`config.mk`:
```
export PLATFORM = sky130hd
export DESIGN_NAME = ddc_regs
export DESIGN_NICKNAME = d
export VERILOG_FILES = /design/src/hw/ddc_pkg.sv /design/src/hw/ddc_regs.sv
export VERILOG_INCLUDE_DIRS = /design/src /design/src/hw
export SDC_FILE = /design/constraint.sdc
export NUM_CORES = 1
export LEC_CHECK = 0
export ABC_CLOCK_PERIOD_IN_PS = 1750
export BUFFER_PORTS_ARGS = -buffer_cell sky130_fd_sc_hd__buf_2
export CAP_MARGIN = 20
export CORE_ASPECT_RATIO = 0.75
export CORE_MARGIN = 2
export CORE_UTILIZATION = 41
export DETAILED_ROUTE_END_ITERATION = 16
export GPL_TIMING_DRIVEN = 0
export PLACE_DENSITY_LB_ADDON = 0.15
export RECOVER_POWER = 100
export SYNTH_ARGS = -nofsm -noshare
export SYNTH_HDL_FRONTEND = slang
export SYNTH_SLANG_ARGS = --single-unit
```
`constraint.sdc`:
```
create_clock -name pclk -period 1.75 [get_ports pclk]
set_input_delay 0.35 -clock pclk [delete_from_list [all_inputs] [get_ports pclk]]
set_output_delay 0.35 -clock pclk [all_outputs]
set_load 0.01 [all_outputs]
```
`src/hw/ddc_defs.svh`:
```
`ifndef DDC_DEFS_SVH
`define DDC_DEFS_SVH
`define DDC_IDX_DATAPATH 12'h002
`define DDC_IDX_CURRENT 12'h003
`define DDC_IDX_PATTERN 12'h004
`define DDC_OFF_DATAPATH (`DDC_IDX_DATAPATH * 12'h004)
`define DDC_OFF_CURRENT (`DDC_IDX_CURRENT * 12'h004)
`define DDC_OFF_PATTERN (`DDC_IDX_PATTERN * 12'h004)
`define DDC_OFF_IRQ_STATUS 12'h040
`define DDC_OFF_IRQ_MASK 12'h044
`define DDC_OFF_CHECK_CTRL 12'h048
`define DDC_RST_DATAPATH 16'h7000
`define DDC_RST_CURRENT 16'hf000
`define DDC_DP_WMASK 16'hf0fa
`define DDC_CUR_WMASK 16'hf001
`define DDC_BIT_FOUR_WIRE 7
`define DDC_BIT_MIXER_ENA 6
`define DDC_BIT_MIXER_GAIN 5
`define DDC_BIT_NCO_ENA 4
`define DDC_BIT_REVBUS 3
`define DDC_BIT_TWOS 1
`define DDC_BIT_TXEN 0
`define DDC_CUR_MSB 15
`define DDC_CUR_LSB 12
`define DDC_BIT_CHECK_ENA 15
`endif

```
`src/hw/ddc_pkg.sv`:
```
package ddc_pkg;
    typedef enum logic [1:0] {DDC_IDLE, DDC_ACCESS} ddc_apb_state_t;
    typedef logic [15:0] ddc_word_t;
endpackage

```
`src/hw/ddc_regs.sv`:
```
// Behaviour
// - Datapath control bit 7 selects a four-wire serial port when set and three-wire when clear.
// - Datapath control bit 6 enables the mixer.
// - Datapath control bit 5 adds 6dB of gain to the mixer output.
// - Datapath control bit 4 enables the oscillator, which coarse mixing does not need.
// - Datapath control bit 3 reverses the input data bus bit order.
// - Datapath control bit 1 selects two's complement input, else offset binary.
// - The datapath control register sits at index 0x02 and resets to 0x7000.
// - The output current register sits at index 0x03 and resets to 0xf000.
// - Output current bits 15:12 choose full scale in 16 steps, resetting to all ones.
// - Output current bit 0 sets the internal transmit enable and resets to zero.
// - Transmission is on when the software bit or the external pin is high.
// - Each pattern result bit flags a failure of the same input data bit.
// - Pattern results are gathered only while the checker enable bit 15 is set.
// - The pattern result register at index 0x04 is cleared by any write.
// - A mismatch between valid captured data and the test pattern raises an alarm while the checker enable bit 15 is set.
`include "ddc_defs.svh"
module ddc_regs (
    input wire logic pclk,
    input wire logic presetn,
    input wire logic psel,
    input wire logic penable,
    input wire logic pwrite,
    input wire logic [11:0] paddr,
    input wire logic [31:0] pwdata,
    input wire logic [3:0] pstrb,
    input wire logic [15:0] data_in,
    input wire ddc_pkg::ddc_word_t pattern_in,
    input wire logic data_valid,
    input wire logic txenable_pin,
    output logic [31:0] prdata,
    output logic pready,
    output logic pslverr,
    output logic serial_port_four_wire_select,
    output logic mixer_ena,
    output logic mixer_gain_6db,
    output logic nco_ena,
    output logic revbus_ena,
    output logic twos_ena,
    output logic [3:0] full_scale_step,
    output logic tx_enable,
    output logic pattern_alarm,
    output logic irq
);
    import ddc_pkg::*;

    logic [15:0] datapath_control_ff;
    logic [15:0] output_current_control_ff;
    logic [15:0] pattern_check_result_ff;
    logic check_ena_ff;
    logic irq_status_ff;
    logic irq_mask_ff;
    logic [31:0] prdata_ff;
    logic pready_ff;
    logic pslverr_ff;
    logic tx_enable_ff;
    logic pattern_alarm_ff;
    logic irq_ff;
    logic [15:0] nxt_fail;
    logic wr_en;
    logic rd_en;
    logic hit;
    logic dp_write;
    logic cur_write;
    logic pat_write;
    logic pattern_known_ff;

    // Access is taken at the first penable cycle; pready answers the next.
    assign wr_en = psel && penable && !pready_ff && pwrite;
    assign rd_en = psel && penable && !pready_ff && !pwrite;
    always_comb begin
        if (paddr == `DDC_OFF_DATAPATH) begin
            hit = 1'b1;
        end else if (paddr == `DDC_OFF_CURRENT) begin
            hit = 1'b1;
        end else if (paddr == `DDC_OFF_PATTERN) begin
            hit = 1'b1;
        end else if (paddr == `DDC_OFF_IRQ_STATUS) begin
            hit = 1'b1;
        end else if (paddr == `DDC_OFF_IRQ_MASK) begin
            hit = 1'b1;
        end else if (paddr == `DDC_OFF_CHECK_CTRL) begin
            hit = 1'b1;
        end else begin
            hit = 1'b0;
        end
    end

    // Bit i of the result compares data bit i with pattern bit i, as the bits arrive on the bus.
    assign nxt_fail = (data_in ^ pattern_in) & {16{data_valid && check_ena_ff}};

    assign dp_write = wr_en && paddr == `DDC_OFF_DATAPATH && pstrb[0] && pstrb[1];
    assign cur_write = wr_en && paddr == `DDC_OFF_CURRENT && pstrb[0] && pstrb[1];
    assign pat_write = wr_en && paddr == `DDC_OFF_PATTERN;

    // Marks the result register as known once written, so checks skip its power-up content.
    always_ff @(posedge pclk or negedge presetn) begin
        if (!presetn) begin
            pattern_known_ff <= 1'b0;
        end else if (pat_write) begin
            pattern_known_ff <= 1'b1;
        end
    end

    always_ff @(posedge pclk or negedge presetn) begin
        if (!presetn) begin
            pready_ff <= 1'b0;
            pslverr_ff <= 1'b0;
        end else begin
            pready_ff <= psel && penable && !pready_ff;
            pslverr_ff <= psel && penable && !pready_ff && !hit;
        end
    end

    always_ff @(posedge pclk or negedge presetn) begin
        if (!presetn) begin
            datapath_control_ff <= `DDC_RST_DATAPATH;
        end else if (wr_en && paddr == `DDC_OFF_DATAPATH && pstrb[0] && pstrb[1]) begin
            datapath_control_ff <= pwdata[15:0] & `DDC_DP_WMASK;
        end
    end

    always_ff @(posedge pclk or negedge presetn) begin
        if (!presetn) begin
            output_current_control_ff <= `DDC_RST_CURRENT;
        end else if (wr_en && paddr == `DDC_OFF_CURRENT && pstrb[0] && pstrb[1]) begin
            output_current_control_ff <= pwdata[15:0] & `DDC_CUR_WMASK;
        end
    end

    always_ff @(posedge pclk or negedge presetn) begin
        if (!presetn) begin
            check_ena_ff <= 1'b0;
            irq_mask_ff <= 1'b0;
        end else if (wr_en && paddr == `DDC_OFF_CHECK_CTRL) begin
            check_ena_ff <= pwdata[`DDC_BIT_CHECK_ENA];
        end else if (wr_en && paddr == `DDC_OFF_IRQ_MASK) begin
            irq_mask_ff <= pwdata[0];
        end
    end

    // Results have no reset value; a write clears, new failures win over that clear.
    always_ff @(posedge pclk) begin
        if (wr_en && paddr == `DDC_OFF_PATTERN) begin
            pattern_check_result_ff <= nxt_fail;
        end else begin
            pattern_check_result_ff <= pattern_check_result_ff | nxt_fail;
        end
    end

    always_ff @(posedge pclk or negedge presetn) begin
        if (!presetn) begin
            irq_status_ff <= 1'b0;
        end else if (|nxt_fail) begin
            irq_status_ff <= 1'b1;
        end else if (wr_en && paddr == `DDC_OFF_IRQ_STATUS && pwdata[0]) begin
            irq_status_ff <= 1'b0;
        end
    end

    always_ff @(posedge pclk or negedge presetn) begin
        if (!presetn) begin
            tx_enable_ff <= 1'b0;
            pattern_alarm_ff <= 1'b0;
            irq_ff <= 1'b0;
        end else begin
            tx_enable_ff <= output_current_control_ff[`DDC_BIT_TXEN] || txenable_pin;
            pattern_alarm_ff <= |nxt_fail;
            irq_ff <= irq_status_ff && irq_mask_ff;
        end
    end

    always_ff @(posedge pclk or negedge presetn) begin
        if (!presetn) begin
            prdata_ff <= 32'h0;
        end else if (rd_en) begin
            if (paddr == `DDC_OFF_DATAPATH) begin
                prdata_ff <= {16'h0, datapath_control_ff};
            end else if (paddr == `DDC_OFF_CURRENT) begin
                prdata_ff <= {16'h0, output_current_control_ff};
            end else if (paddr == `DDC_OFF_PATTERN) begin
                prdata_ff <= {16'h0, pattern_check_result_ff};
            end else if (paddr == `DDC_OFF_IRQ_STATUS) begin
                prdata_ff <= {31'h0, irq_status_ff};
            end else if (paddr == `DDC_OFF_IRQ_MASK) begin
                prdata_ff <= {31'h0, irq_mask_ff};
            end else if (paddr == `DDC_OFF_CHECK_CTRL) begin
                prdata_ff <= {16'h0, check_ena_ff, 15'h0};
            end else begin
                prdata_ff <= 32'h0;
            end
        end
    end

    assign prdata = prdata_ff;
    assign pready = pready_ff;
    assign pslverr = pslverr_ff;
    assign serial_port_four_wire_select = datapath_control_ff[`DDC_BIT_FOUR_WIRE];
    assign mixer_ena = datapath_control_ff[`DDC_BIT_MIXER_ENA];
    assign mixer_gain_6db = datapath_control_ff[`DDC_BIT_MIXER_GAIN];
    assign nco_ena = datapath_control_ff[`DDC_BIT_NCO_ENA];
    assign revbus_ena = datapath_control_ff[`DDC_BIT_REVBUS];
    assign twos_ena = datapath_control_ff[`DDC_BIT_TWOS];
    assign full_scale_step = output_current_control_ff[`DDC_CUR_MSB:`DDC_CUR_LSB];
    assign tx_enable = tx_enable_ff;
    assign pattern_alarm = pattern_alarm_ff;
    assign irq = irq_ff;

    a_dp_reset: assert property (@(posedge pclk) $rose(presetn) |-> datapath_control_ff == 16'h7000)
        else $error("datapath control not at reset value");
    a_cur_reset: assert property (@(posedge pclk) $rose(presetn) |-> output_current_control_ff == 16'hf000)
        else $error("output current not at reset value");
    a_dp_write: assert property (@(posedge pclk) disable iff (!presetn)
        wr_en && paddr == 12'h008 && pstrb == 4'hf |=> datapath_control_ff == ($past(pwdata[15:0]) & 16'hf0fa))
        else $error("datapath control write lost");
    a_mixer_out: assert property (@(posedge pclk) disable iff (!presetn)
        mixer_ena == datapath_control_ff[6] && mixer_gain_6db == datapath_control_ff[5])
        else $error("mixer outputs wrong");
    a_tx_or: assert property (@(posedge pclk) disable iff (!presetn)
        ##1 tx_enable == $past(output_current_control_ff[0] || txenable_pin))
        else $error("transmit enable not OR of sources");
    a_fail_sticky: assert property (@(posedge pclk) disable iff (!presetn)
        $past(check_ena_ff && data_valid) && $past(data_in[0] != pattern_in[0]) |-> pattern_check_result_ff[0])
        else $error("failure flag not set");
    a_pat_clear: assert property (@(posedge pclk) disable iff (!presetn)
        wr_en && paddr == 12'h010 && !check_ena_ff |=> pattern_check_result_ff == 16'h0)
        else $error("pattern result not cleared");
    a_no_check: assert property (@(posedge pclk) disable iff (!presetn)
        !check_ena_ff |-> nxt_fail == 16'h0)
        else $error("flags gathered while checker off");
    a_alarm_irq: assert property (@(posedge pclk) disable iff (!presetn)
        pattern_alarm |-> irq_status_ff)
        else $error("alarm without status");
    a_ready_pulse: assert property (@(posedge pclk) disable iff (!presetn)
        pready |=> !pready)
        else $error("pready held too long");
    a_four_wire_wr: assert property (@(posedge pclk) disable iff (!presetn)
        dp_write |=> serial_port_four_wire_select == $past(pwdata[7]))
        else $error("four-wire select not written");
    a_mixer_wr: assert property (@(posedge pclk) disable iff (!presetn)
        dp_write |=> mixer_ena == $past(pwdata[6]))
        else $error("mixer enable not written");
    a_gain_wr: assert property (@(posedge pclk) disable iff (!presetn)
        dp_write |=> mixer_gain_6db == $past(pwdata[5]))
        else $error("mixer gain not written");
    a_nco_wr: assert property (@(posedge pclk) disable iff (!presetn)
        dp_write |=> nco_ena == $past(pwdata[4]))
        else $error("oscillator enable not written");
    a_revbus_wr: assert property (@(posedge pclk) disable iff (!presetn)
        dp_write |=> revbus_ena == $past(pwdata[3]))
        else $error("bus reversal not written");
    a_twos_wr: assert property (@(posedge pclk) disable iff (!presetn)
        dp_write |=> twos_ena == $past(pwdata[1]))
        else $error("number format not written");
    a_dp_hold: assert property (@(posedge pclk) disable iff (!presetn)
        !dp_write |=> $stable(datapath_control_ff))
        else $error("datapath control changed without write");
    a_dp_reserved: assert property (@(posedge pclk) disable iff (!presetn)
        (datapath_control_ff & 16'h0f05) == 16'h0)
        else $error("datapath reserved bit set");
    a_cur_write: assert property (@(posedge pclk) disable iff (!presetn)
        cur_write |=> output_current_control_ff == ($past(pwdata[15:0]) & 16'hf001))
        else $error("output current write lost");
    a_cur_hold: assert property (@(posedge pclk) disable iff (!presetn)
        !cur_write |=> $stable(output_current_control_ff))
        else $error("output current changed without write");
    a_cur_strobe: assert property (@(posedge pclk) disable iff (!presetn)
        wr_en && paddr == `DDC_OFF_CURRENT && !(pstrb[0] && pstrb[1]) |=> $stable(output_current_control_ff))
        else $error("partial strobe write taken");
    a_step_wr: assert property (@(posedge pclk) disable iff (!presetn)
        cur_write |=> full_scale_step == $past(pwdata[15:12]))
        else $error("full scale step not written");
    a_cur_reserved: assert property (@(posedge pclk) disable iff (!presetn)
        (output_current_control_ff & 16'h0ffe) == 16'h0)
        else $error("output current reserved bit set");
    a_tx_soft: assert property (@(posedge pclk) disable iff (!presetn)
        output_current_control_ff[0] |=> tx_enable)
        else $error("software transmit enable ignored");
    a_tx_pin: assert property (@(posedge pclk) disable iff (!presetn)
        txenable_pin |=> tx_enable)
        else $error("transmit pin ignored");
    a_tx_off: assert property (@(posedge pclk) disable iff (!presetn)
        !output_current_control_ff[0] && !txenable_pin |=> !tx_enable)
        else $error("transmit enabled with both sources low");
    a_fail_set: assert property (@(posedge pclk) disable iff (!presetn)
        check_ena_ff && data_valid |=>
        (pattern_check_result_ff & $past(data_in ^ pattern_in)) == $past(data_in ^ pattern_in))
        else $error("failing bit not flagged");
    a_fail_keep: assert property (@(posedge pclk) disable iff (!presetn)
        pattern_known_ff && !pat_write |=>
        (pattern_check_result_ff & $past(pattern_check_result_ff)) == $past(pattern_check_result_ff))
        else $error("failure flag dropped");
    a_pat_write: assert property (@(posedge pclk) disable iff (!presetn)
        pat_write |=> pattern_check_result_ff == $past(nxt_fail))
        else $error("pattern result write did not clear");
    a_fail_gate: assert property (@(posedge pclk) disable iff (!presetn)
        !data_valid |-> nxt_fail == 16'h0)
        else $error("flags gathered without valid data");
    a_alarm_set: assert property (@(posedge pclk) disable iff (!presetn)
        |nxt_fail |=> pattern_alarm)
        else $error("mismatch raised no alarm");
    a_alarm_quiet: assert property (@(posedge pclk) disable iff (!presetn)
        nxt_fail == 16'h0 |=> !pattern_alarm)
        else $error("alarm without mismatch");
    a_status_set: assert property (@(posedge pclk) disable iff (!presetn)
        |nxt_fail |=> irq_status_ff)
        else $error("mismatch did not set status");
    a_status_clear: assert property (@(posedge pclk) disable iff (!presetn)
        wr_en && paddr == `DDC_OFF_IRQ_STATUS && pwdata[0] && nxt_fail == 16'h0 |=> !irq_status_ff)
        else $error("status not cleared by write of one");
    a_status_keep: assert property (@(posedge pclk) disable iff (!presetn)
        irq_status_ff && !(wr_en && paddr == `DDC_OFF_IRQ_STATUS) |=> irq_status_ff)
        else $error("status dropped without write");
    a_irq_level: assert property (@(posedge pclk) disable iff (!presetn)
        1'b1 |=> irq == $past(irq_status_ff && irq_mask_ff))
        else $error("interrupt does not follow masked status");
    a_mask_wr: assert property (@(posedge pclk) disable iff (!presetn)
        wr_en && paddr == `DDC_OFF_IRQ_MASK |=> irq_mask_ff == $past(pwdata[0]))
        else $error("interrupt mask not written");
    a_check_wr: assert property (@(posedge pclk) disable iff (!presetn)
        wr_en && paddr == `DDC_OFF_CHECK_CTRL |=> check_ena_ff == $past(pwdata[`DDC_BIT_CHECK_ENA]))
        else $error("checker enable not written");
    a_ready_answer: assert property (@(posedge pclk) disable iff (!presetn)
        psel && penable && !pready |=> pready)
        else $error("access not answered");
    a_ready_idle: assert property (@(posedge pclk) disable iff (!presetn)
        !(psel && penable) |=> !pready)
        else $error("pready without access");
    a_err_with_ready: assert property (@(posedge pclk) disable iff (!presetn)
        pslverr |-> pready)
        else $error("pslverr without pready");
    a_err_mapped: assert property (@(posedge pclk) disable iff (!presetn)
        psel && penable && !pready && hit |=> !pslverr)
        else $error("error on mapped address");
    a_read_dp: assert property (@(posedge pclk) disable iff (!presetn)
        rd_en && paddr == `DDC_OFF_DATAPATH |=> prdata == {16'h0, $past(datapath_control_ff)})
        else $error("datapath control read wrong");
    a_read_cur: assert property (@(posedge pclk) disable iff (!presetn)
        rd_en && paddr == `DDC_OFF_CURRENT |=> prdata == {16'h0, $past(output_current_control_ff)})
        else $error("output current read wrong");
    a_read_unmapped: assert property (@(posedge pclk) disable iff (!presetn)
        rd_en && !hit |=> prdata == 32'h0)
        else $error("unmapped read not zero");
endmodule

```
==> results.md, run 1 <==
- Vias per inst: 5.084
- Layout cells sized above 1: 42.77%
- Die height: 72.93 µm
- Outcome: finished with violations
- Final Power: 2.292 mW
- Hold Fails Final Rpt: 0
- Routed via count: 2171
- Pwr dens: 669.7 nW/µm²
- Synth Warn #: 0
- Global-route wire length before repair: 9.956 mm
- Tmin final: 1754 ps
- Setup TNS: -4.120 ps
- Slew HR: 34.23%
- Crit path required time: 1950 ps
- Synth Register Bits: 55
- Post-route ant nets: 0
- P&R area growth vs syn: 31.79%
- Sequential share of the synthesized area: 50.24%
- DRC: 0
- Final net count: 432
- Drt first pass iters: 4
- Crit path capture type: register
- # setup viols final: 1
- Worst EP arrival: 1950 ps
- Detailed placement HPWL: 4.817 mm
- Kind of critical path: in2reg
- Clock H-tree levels: 2
- Max Freq: 570.1 MHz
- Clock skew: 5.837 ps
- Core area: 6225 µm²
- Fin crit share: 100.2%
- CTS tree: built
- Die Wd: 95.91 µm
- Most frequent cells in the layout: 67 x buf_2, 32 x dfrtp_1, 30 x clkbuf_1, 30 x buf_4, 19 x mux2_2
- Post-Syn Instances: 221
- DIE AREA: 6995 µm²
- RSZ-0062 raised after global routing: yes
- Num CTS Buffers: 5
- Synthesized area: 2597 µm²
- ANT cells: 0
- Number of global-route vias before repair: 1973
- Final worst slack: -4.120 ps
- IO buf count: 94
- Min Hold Slack: 189.6 ps
- Root Buffer: clkbuf_8
- Largest net degree at the start of global routing: 40
- Leak Pwr: 1.594 nW
- Post-synth ARST share: 70.91%
- Maximum vdd drop: 0.0003320 V
- Distinct cell type count after synthesis: 43
- Routability Congestion: 0.8908
- Max-cap violations: 0
- Commonest non-fill, non-tap cell in the layout: buf_2
- Max FO, Critical Path: 6
- Slew Limit Fails: 0
- Startpoint types: primary input
- Worst slew pin tran: 986.6 ps
- Post-synth top flop: dfrtp_1
- CTS sink count: 55
- Final core utilization: 55.00%
- EDFF count, synth: 0
- Initial cell density of the core: 41.73%
- Tot GR Track Use: 18.84%
- Avg Cell Area, Syn: 11.75 µm²
- Failing checks: setup timing
- Worst-path clk slew: 100 ps
- # IOs: 134
- Wirelength per Cell: 15.43 µm
- Starting DRT DRC Count: 64
- Initial antenna violation count: 0
- Gr ovfl total: 0
- Fillers: 592
- Maximum clock insertion buffer count: 2
- Skew-Pair Late Insertion Delay: 310 ps
- Std cell rows: 25
- DRT Wirelength: 6.588 mm
- Hold Crit Class: in2async
[final cells by class]
type                    instances  area, µm²  share of cell area, %
flip-flops and latches         55       1305                  38.12
well taps                      81      101.3                  2.961
repair buffers                104      519.2                  15.17
multi-input cells             152       1220                  35.64
clock buffers                   7      86.33                  2.522
plain buffers                  26      178.9                  5.227
clock inverters                 1      8.758                 0.2558
inverters                       1      3.754                 0.1096
[worst paths after layout]
path                                                  from                          to  slack, ps  cells after the start
worst min-delay path                               presetn               irq_status_ff        190                      1
worst min register to register  pattern_check_result_ff[7]  pattern_check_result_ff[7]        470                      1
min in group pclk                             txenable_pin                   tx_enable        230                      2
worst max register to register                      pready                check_ena_ff         20                      4
worst max-delay path                             paddr[10]      datapath_control_ff[3]         -4                      6
max in group asynchronous                          presetn               pattern_alarm        970                      1
[layer usage]
metal / global-route usage [%] / wire length (µm) / up-vias / part of all wire, %
met5: 0 / 0 / - / 0
met4: 4.286 / 47 / 0 / 0.71
met3: 3.822 / 504 / 5 / 7.7
met2: 27.27 / 2786 / 92 / 42
met1: 28.98 / 3250 / 1033 / 49
li1: - / - / 1041 / -
[report_power, final]
group	internal, mW	switching, mW	total (mW)
clock network	0.326	0.421	0.747
registers	1.27	0.00373	1.28
logic	0.128	0.143	0.270
[flip-flops by register name, indices dropped and copies added (netlist names)]
register,count
irq_status_ff,1
pattern_check_result_ff,16
irq_mask_ff,1
tx_enable,1
datapath_control_ff,10
prdata,16
output_current_control_ff,5
pslverr,1
pready,1
pattern_alarm,1
check_ena_ff,1
irq,1
[metrics by stage]
stage / area, µm² / setup WS, ps / instances
2_1_floorplan: 2663 / -189.9 / 236
5_1_grt: 3423 / -76.50 / 427
6_report: 3423 / -4.120 / 427
4_1_cts: 3406 / -12.51 / 423
3_3_place_gp: 3234 / -699.4 / 411
3_5_place_dp: 3234 / -720.7 / 411
[Yosys cell counts, drive strengths merged (3+ instances only)]
| cell | number | area, µm² |
|---|---|---|
| dfrtp | 32 | 800.8 |
| nand4 | 8 | 50.05 |
| xnor2 | 16 | 140.1 |
| dfxtp | 16 | 320.3 |
| and2 | 6 | 37.54 |
| mux2 | 21 | 236.5 |
| nand3 | 3 | 15.01 |
| nand2 | 7 | 26.28 |
| a221o | 9 | 90.09 |
| nor3 | 7 | 40.04 |
| and3 | 6 | 37.54 |
| dfstp | 7 | 183.9 |
| buf | 20 | 150.1 |
| clkbuf | 8 | 30.03 |
| o2bb2ai | 16 | 140.1 |
| nor4 | 5 | 46.29 |
| a22o | 5 | 43.79 |
| nor2 | 3 | 11.26 |
[logic make-up after synthesis]
| logic type | synth area share, % |
|---|---|
| AND/OR/NAND/NOR | 14.98 |
| multiplexers | 9.490 |
| flip-flops | 50.24 |
| other | 0.1444 |
| XOR/XNOR | 5.395 |
| AO/OA/AOI/OAI | 12.67 |
| buffers and inverters | 7.081 |
[worst max-delay path, cell delays in order]
cell and delay (ps):
buf_2 100, or3_4 410, or2_4 260, nor4_4 310, buf_6 180, mux2_2 330
[timing repair]
item	CTS	global route
pin swaps	4	4
hold buffers	0	0
setup endpoints to repair	42	41
buffers inserted	5	5
resized for setup	13	7
No activity file was read; power rests on OpenSTA's default activity.
==> run 2: changes to the inputs <==
--- a/config.mk
+++ b/config.mk
@@ -6,12 +6,13 @@
 export SDC_FILE = /design/constraint.sdc
 export NUM_CORES = 1
 export LEC_CHECK = 0
-export ABC_CLOCK_PERIOD_IN_PS = 1750
+export ABC_AREA = 1
+export ABC_CLOCK_PERIOD_IN_PS = 2000
 export BUFFER_PORTS_ARGS = -buffer_cell sky130_fd_sc_hd__buf_2
 export CAP_MARGIN = 20
 export CORE_ASPECT_RATIO = 0.75
 export CORE_MARGIN = 2
-export CORE_UTILIZATION = 41
+export CORE_UTILIZATION = 47
 export DETAILED_ROUTE_END_ITERATION = 16
 export GPL_TIMING_DRIVEN = 0
 export PLACE_DENSITY_LB_ADDON = 0.15
==> constraint.sdc (replaced) <==
create_clock -name pclk -period 2 [get_ports pclk]
set_input_delay 0.4 -clock pclk [delete_from_list [all_inputs] [get_ports pclk]]
set_output_delay 0.4 -clock pclk [all_outputs]
set_load 0.01 [all_outputs]
==> run 2 against run 1 <==
Against the previous run: the run now ends clean; non-clock buffer count is 8 lower; core utilization is 3.9 points higher; clock-buffer cell count is 1 higher; register-to-register slack improved by 300 ps; clock skew is 2.0 ps higher; critical path type is now reg2reg.
==> results.md, run 2 <==
- Fin crit share: 83.80%
- CTS tree: built (unchanged)
- Tot GR Track Use: 20.24% (was 18.84%)
- Max FO, Critical Path: 10 (was 6)
- Initial cell density of the core: 48.59% (was 41.73%)
- Post-route ant nets: 0 (unchanged)
- Slowest cell on crit path: dfrtp_1 (was or3_4)
- Hold Fails Final Rpt: 0 (unchanged)
- CTS sink count: 55 (unchanged)
- Fin area: 3720 µm² (was 3423 µm²)
- R2R Setup Slk: 320 ps (was 20 ps)
- Clock H-tree levels: 2 (unchanged)
- Distinct cell type count after synthesis: 29 (was 43)
- RSZ-0062 raised after global routing: no (was yes)
- Clock network power share: 31.3% (was 32.6%)
- Family with the most delay on the worst path: simple AND/OR/NAND/NOR gates (unchanged)
- Setup Buffers After CTS: 0 (was 5)
- Startpoint types: register (was primary input)
- Max-cap violations: 0 (unchanged)
- Reg2Reg Depth: 7 (was 4)
- Crit-path cells: nor2_1 > inv_1 > nor2_8 > inv_2 > buf_6 > nand2_1 > o31ai_1 (was buf_2 > or3_4 > or2_4 > nor4_4 > buf_6 > mux2_2)
- Die height: 74.00 µm (was 72.93 µm)
- Final core utilization: 58.87% (was 55.00%)
- Maximum vdd drop: 0.0004105 V (was 0.0003320 V)
- Worst slew pin tran: 975.8 ps (was 986.6 ps)
- EDFF count, synth: 0 (unchanged)
- Clock skew: 7.836 ps (was 5.837 ps)
- Num CTS Buffers: 5 (unchanged)
- Post-synth ARST share: 70.91% (unchanged)
- # IOs: 134 (unchanged)
- DRC: 0 (unchanged)
- Slew Limit Fails: 0 (unchanged)
- Die Wd: 97.33 µm (was 95.91 µm)
- Std cell rows: 25 (unchanged)
- DRT Wirelength: 7.027 mm (was 6.588 mm)
- Setup TNS: 0 ps (was -4.120 ps)
- Gr ovfl total: 0 (unchanged)
- Crit path required time: 2190 ps (was 1950 ps)
- Comb power frac: 14.9% (was 11.8%)
- Root Buffer: clkbuf_8 (unchanged)
- DIE AREA: 7202 µm² (was 6995 µm²)
- # setup viols final: 0 (was 1)
- Crit path capture type: register (unchanged)
- Top cells by area, synth: dfrtp_1 26%, dfxtp_1 10%, nand2_1 8.8%, nand3_1 7.7%, dfstp_2 6.0% (was dfrtp_1 31%, dfxtp_1 12%, mux2_2 9.1%, dfstp_2 7.1%, buf_4 5.8%)
- DP Area: 3699 µm² (was 3234 µm²)
- Avg Cell Area, Syn: 8.321 µm² (was 11.75 µm²)
- R2r endpoint: prdata[8] (was check_ena_ff)
- Pwr dens: 574.0 nW/µm² (was 669.7 nW/µm²)
- Detailed placement HPWL: 5.580 mm (was 4.817 mm)
- Yosys top cell area share: 26.08% (was 30.83%)
- Commonest non-fill, non-tap cell in the layout: nand2_1 (was buf_2)
- Leak Pwr: 2.064 nW (was 1.594 nW)
- Buf/Inv on CP: 3 (was 2)
- Worst-path clk slew: 90 ps (was 100 ps)
- Drt first pass iters: 4 (unchanged)
- Worst r2r src: pready (unchanged)
- Routability Congestion: 0.9079 (was 0.8908)
- Global-route wire length before repair: 11.81 mm (was 9.956 mm)
- Slew HR: 34.95% (was 34.23%)
- Vias per inst: 4.843 (was 5.084)
- Tmin final: 1676 ps
- Final Power: 2.135 mW (was 2.292 mW)
- Post-CTS Resized: 0 (was 13)
- P&R area growth vs syn: 21.15% (was 31.79%)
- Net Sw Frac: 25.54% (was 24.76%)
- Routed via count: 2746 (was 2171)
- Max Freq: 596.6 MHz
- Number of global-route vias before repair: 2616 (was 1973)
- Hold buffers post-CTS: 0 (unchanged)
- Largest net degree at the start of global routing: 40 (unchanged)
- Switching pwr: 545.5 µW (was 567.6 µW)
- Most frequent cells in the layout: 79 x nand2_1, 66 x buf_2, 48 x nand3_1 (was 67 x buf_2, 32 x dfrtp_1, 30 x clkbuf_1, 30 x buf_4, 19 x mux2_2)
- Reg power frac: 53.8% (was 55.6%)
- Sequential share of the synthesized area: 42.50% (was 50.24%)
- Core area: 6319 µm² (was 6225 µm²)
- Area leader, netlist: dfrtp_1 (unchanged)
- Synth Warn #: 0 (unchanged)
- Skew-Pair Late Insertion Delay: 310 ps (about the same)
- IO buf count: 94 (unchanged)
- Worst EP arrival: 1870 ps (was 1950 ps)
- ANT cells: 0 (unchanged)
- Final net count: 572 (was 432)
- CP max stage delay: 380 ps (was 410 ps)
- Synthesized area: 3070 µm² (was 2597 µm²)
- Initial antenna violation count: 0 (unchanged)
- Post-synth top flop: dfrtp_1 (unchanged)
- Post-synth top cells: 72 x nand2_1, 47 x nand3_1, 43 x inv_1 (was 32 x dfrtp_1, 21 x mux2_2, 20 x buf_4)
- Synth Register Bits: 55 (unchanged)
- Maximum clock insertion buffer count: 2 (unchanged)
- Kind of critical path: reg2reg (was in2reg)
- Post-Syn Instances: 369 (was 221)
- Most numerous cell in the Yosys netlist: nand2_1 (was dfrtp_1)
- Layout cells sized above 1: 33.33% (was 42.77%)
- Wirelength per Cell: 12.39 µm (was 15.43 µm)
- Hold Crit Class: in2async (unchanged)
- Starting DRT DRC Count: 97 (was 64)
- Internal Pwr Total: 1.590 mW (was 1.725 mW)
- Outcome: completed (was finished with violations)
[run 2: area by class of cell]
type | count | area, µm²
multi-input cells | 253 | 1376
well taps | 81 | 101.3
plain buffers | 28 | 219.0
fillers | 646 | 2599
inverters | 48 | 180.2
clock buffers | 8 | 101.3
flip-flops and latches | 55 | 1305
repair buffers | 94 | 436.7
[run 2: how the worst max path moves through the flow]
| stage | startpoint | endpoint | slack (ps) | cells after the start |
|---|---|---|---|---|
| 2_1_floorplan | paddr[11] | prdata[0] | 690 | 9 |
| 3_3_place_gp | data_valid | irq_status_ff | 330 | 10 |
| 3_5_place_dp | data_valid | irq_status_ff | 330 | 10 |
| 4_1_cts | check_ena_ff | irq_status_ff | 460 | 9 |
| 5_1_grt | pready | prdata[8] | 200 | 7 |
| 6_report | pready | prdata[8] | 320 | 7 |
[run 2: through the flow]
| stage | hold WS (ps) | setup slack (ps) | cells |
|---|---|---|---|
| 4_1_cts | 230.0 | 457.0 | 567 |
| 3_3_place_gp | 458.0 | 332.6 | 559 |
| 2_1_floorplan | 104.4 | 694.4 | 384 |
| 5_1_grt | 295.4 | 202.3 | 567 |
| 6_report | 241.1 | 324.0 | 567 |
| 3_5_place_dp | 459.2 | 331.4 | 559 |
[run 2: per-layer routing]
| layer | part of all wire (%) | track usage, % | vias to the layer above |
|---|---|---|---|
| met4 | 1.1 | 5.247 | 0 |
| met3 | 6.7 | 4.229 | 11 |
| met5 | 0 | 0 | - |
| met2 | 44 | 32.64 | 99 |
| met1 | 48 | 28.55 | 1259 |
| li1 | - | - | 1377 |
[run 2: logic make-up after synthesis]
logic type	Yosys count	synth area share, %
AO/OA/AOI/OAI	47	10.80
other	1	0.1221
AND/OR/NAND/NOR	190	33.05
flip-flops	55	42.50
buffers and inverters	76	13.53
[run 2: power by group through the flow]
stage          sequential, mW  combinational (mW)  clock, mW
2_1_floorplan            1.18               0.169          0
3_3_place_gp             1.17               0.320          0
3_5_place_dp             1.17               0.326          0
4_1_cts                  1.15               0.329      0.683
5_1_grt                  1.15               0.357      0.728
6_report                 1.15               0.318      0.669
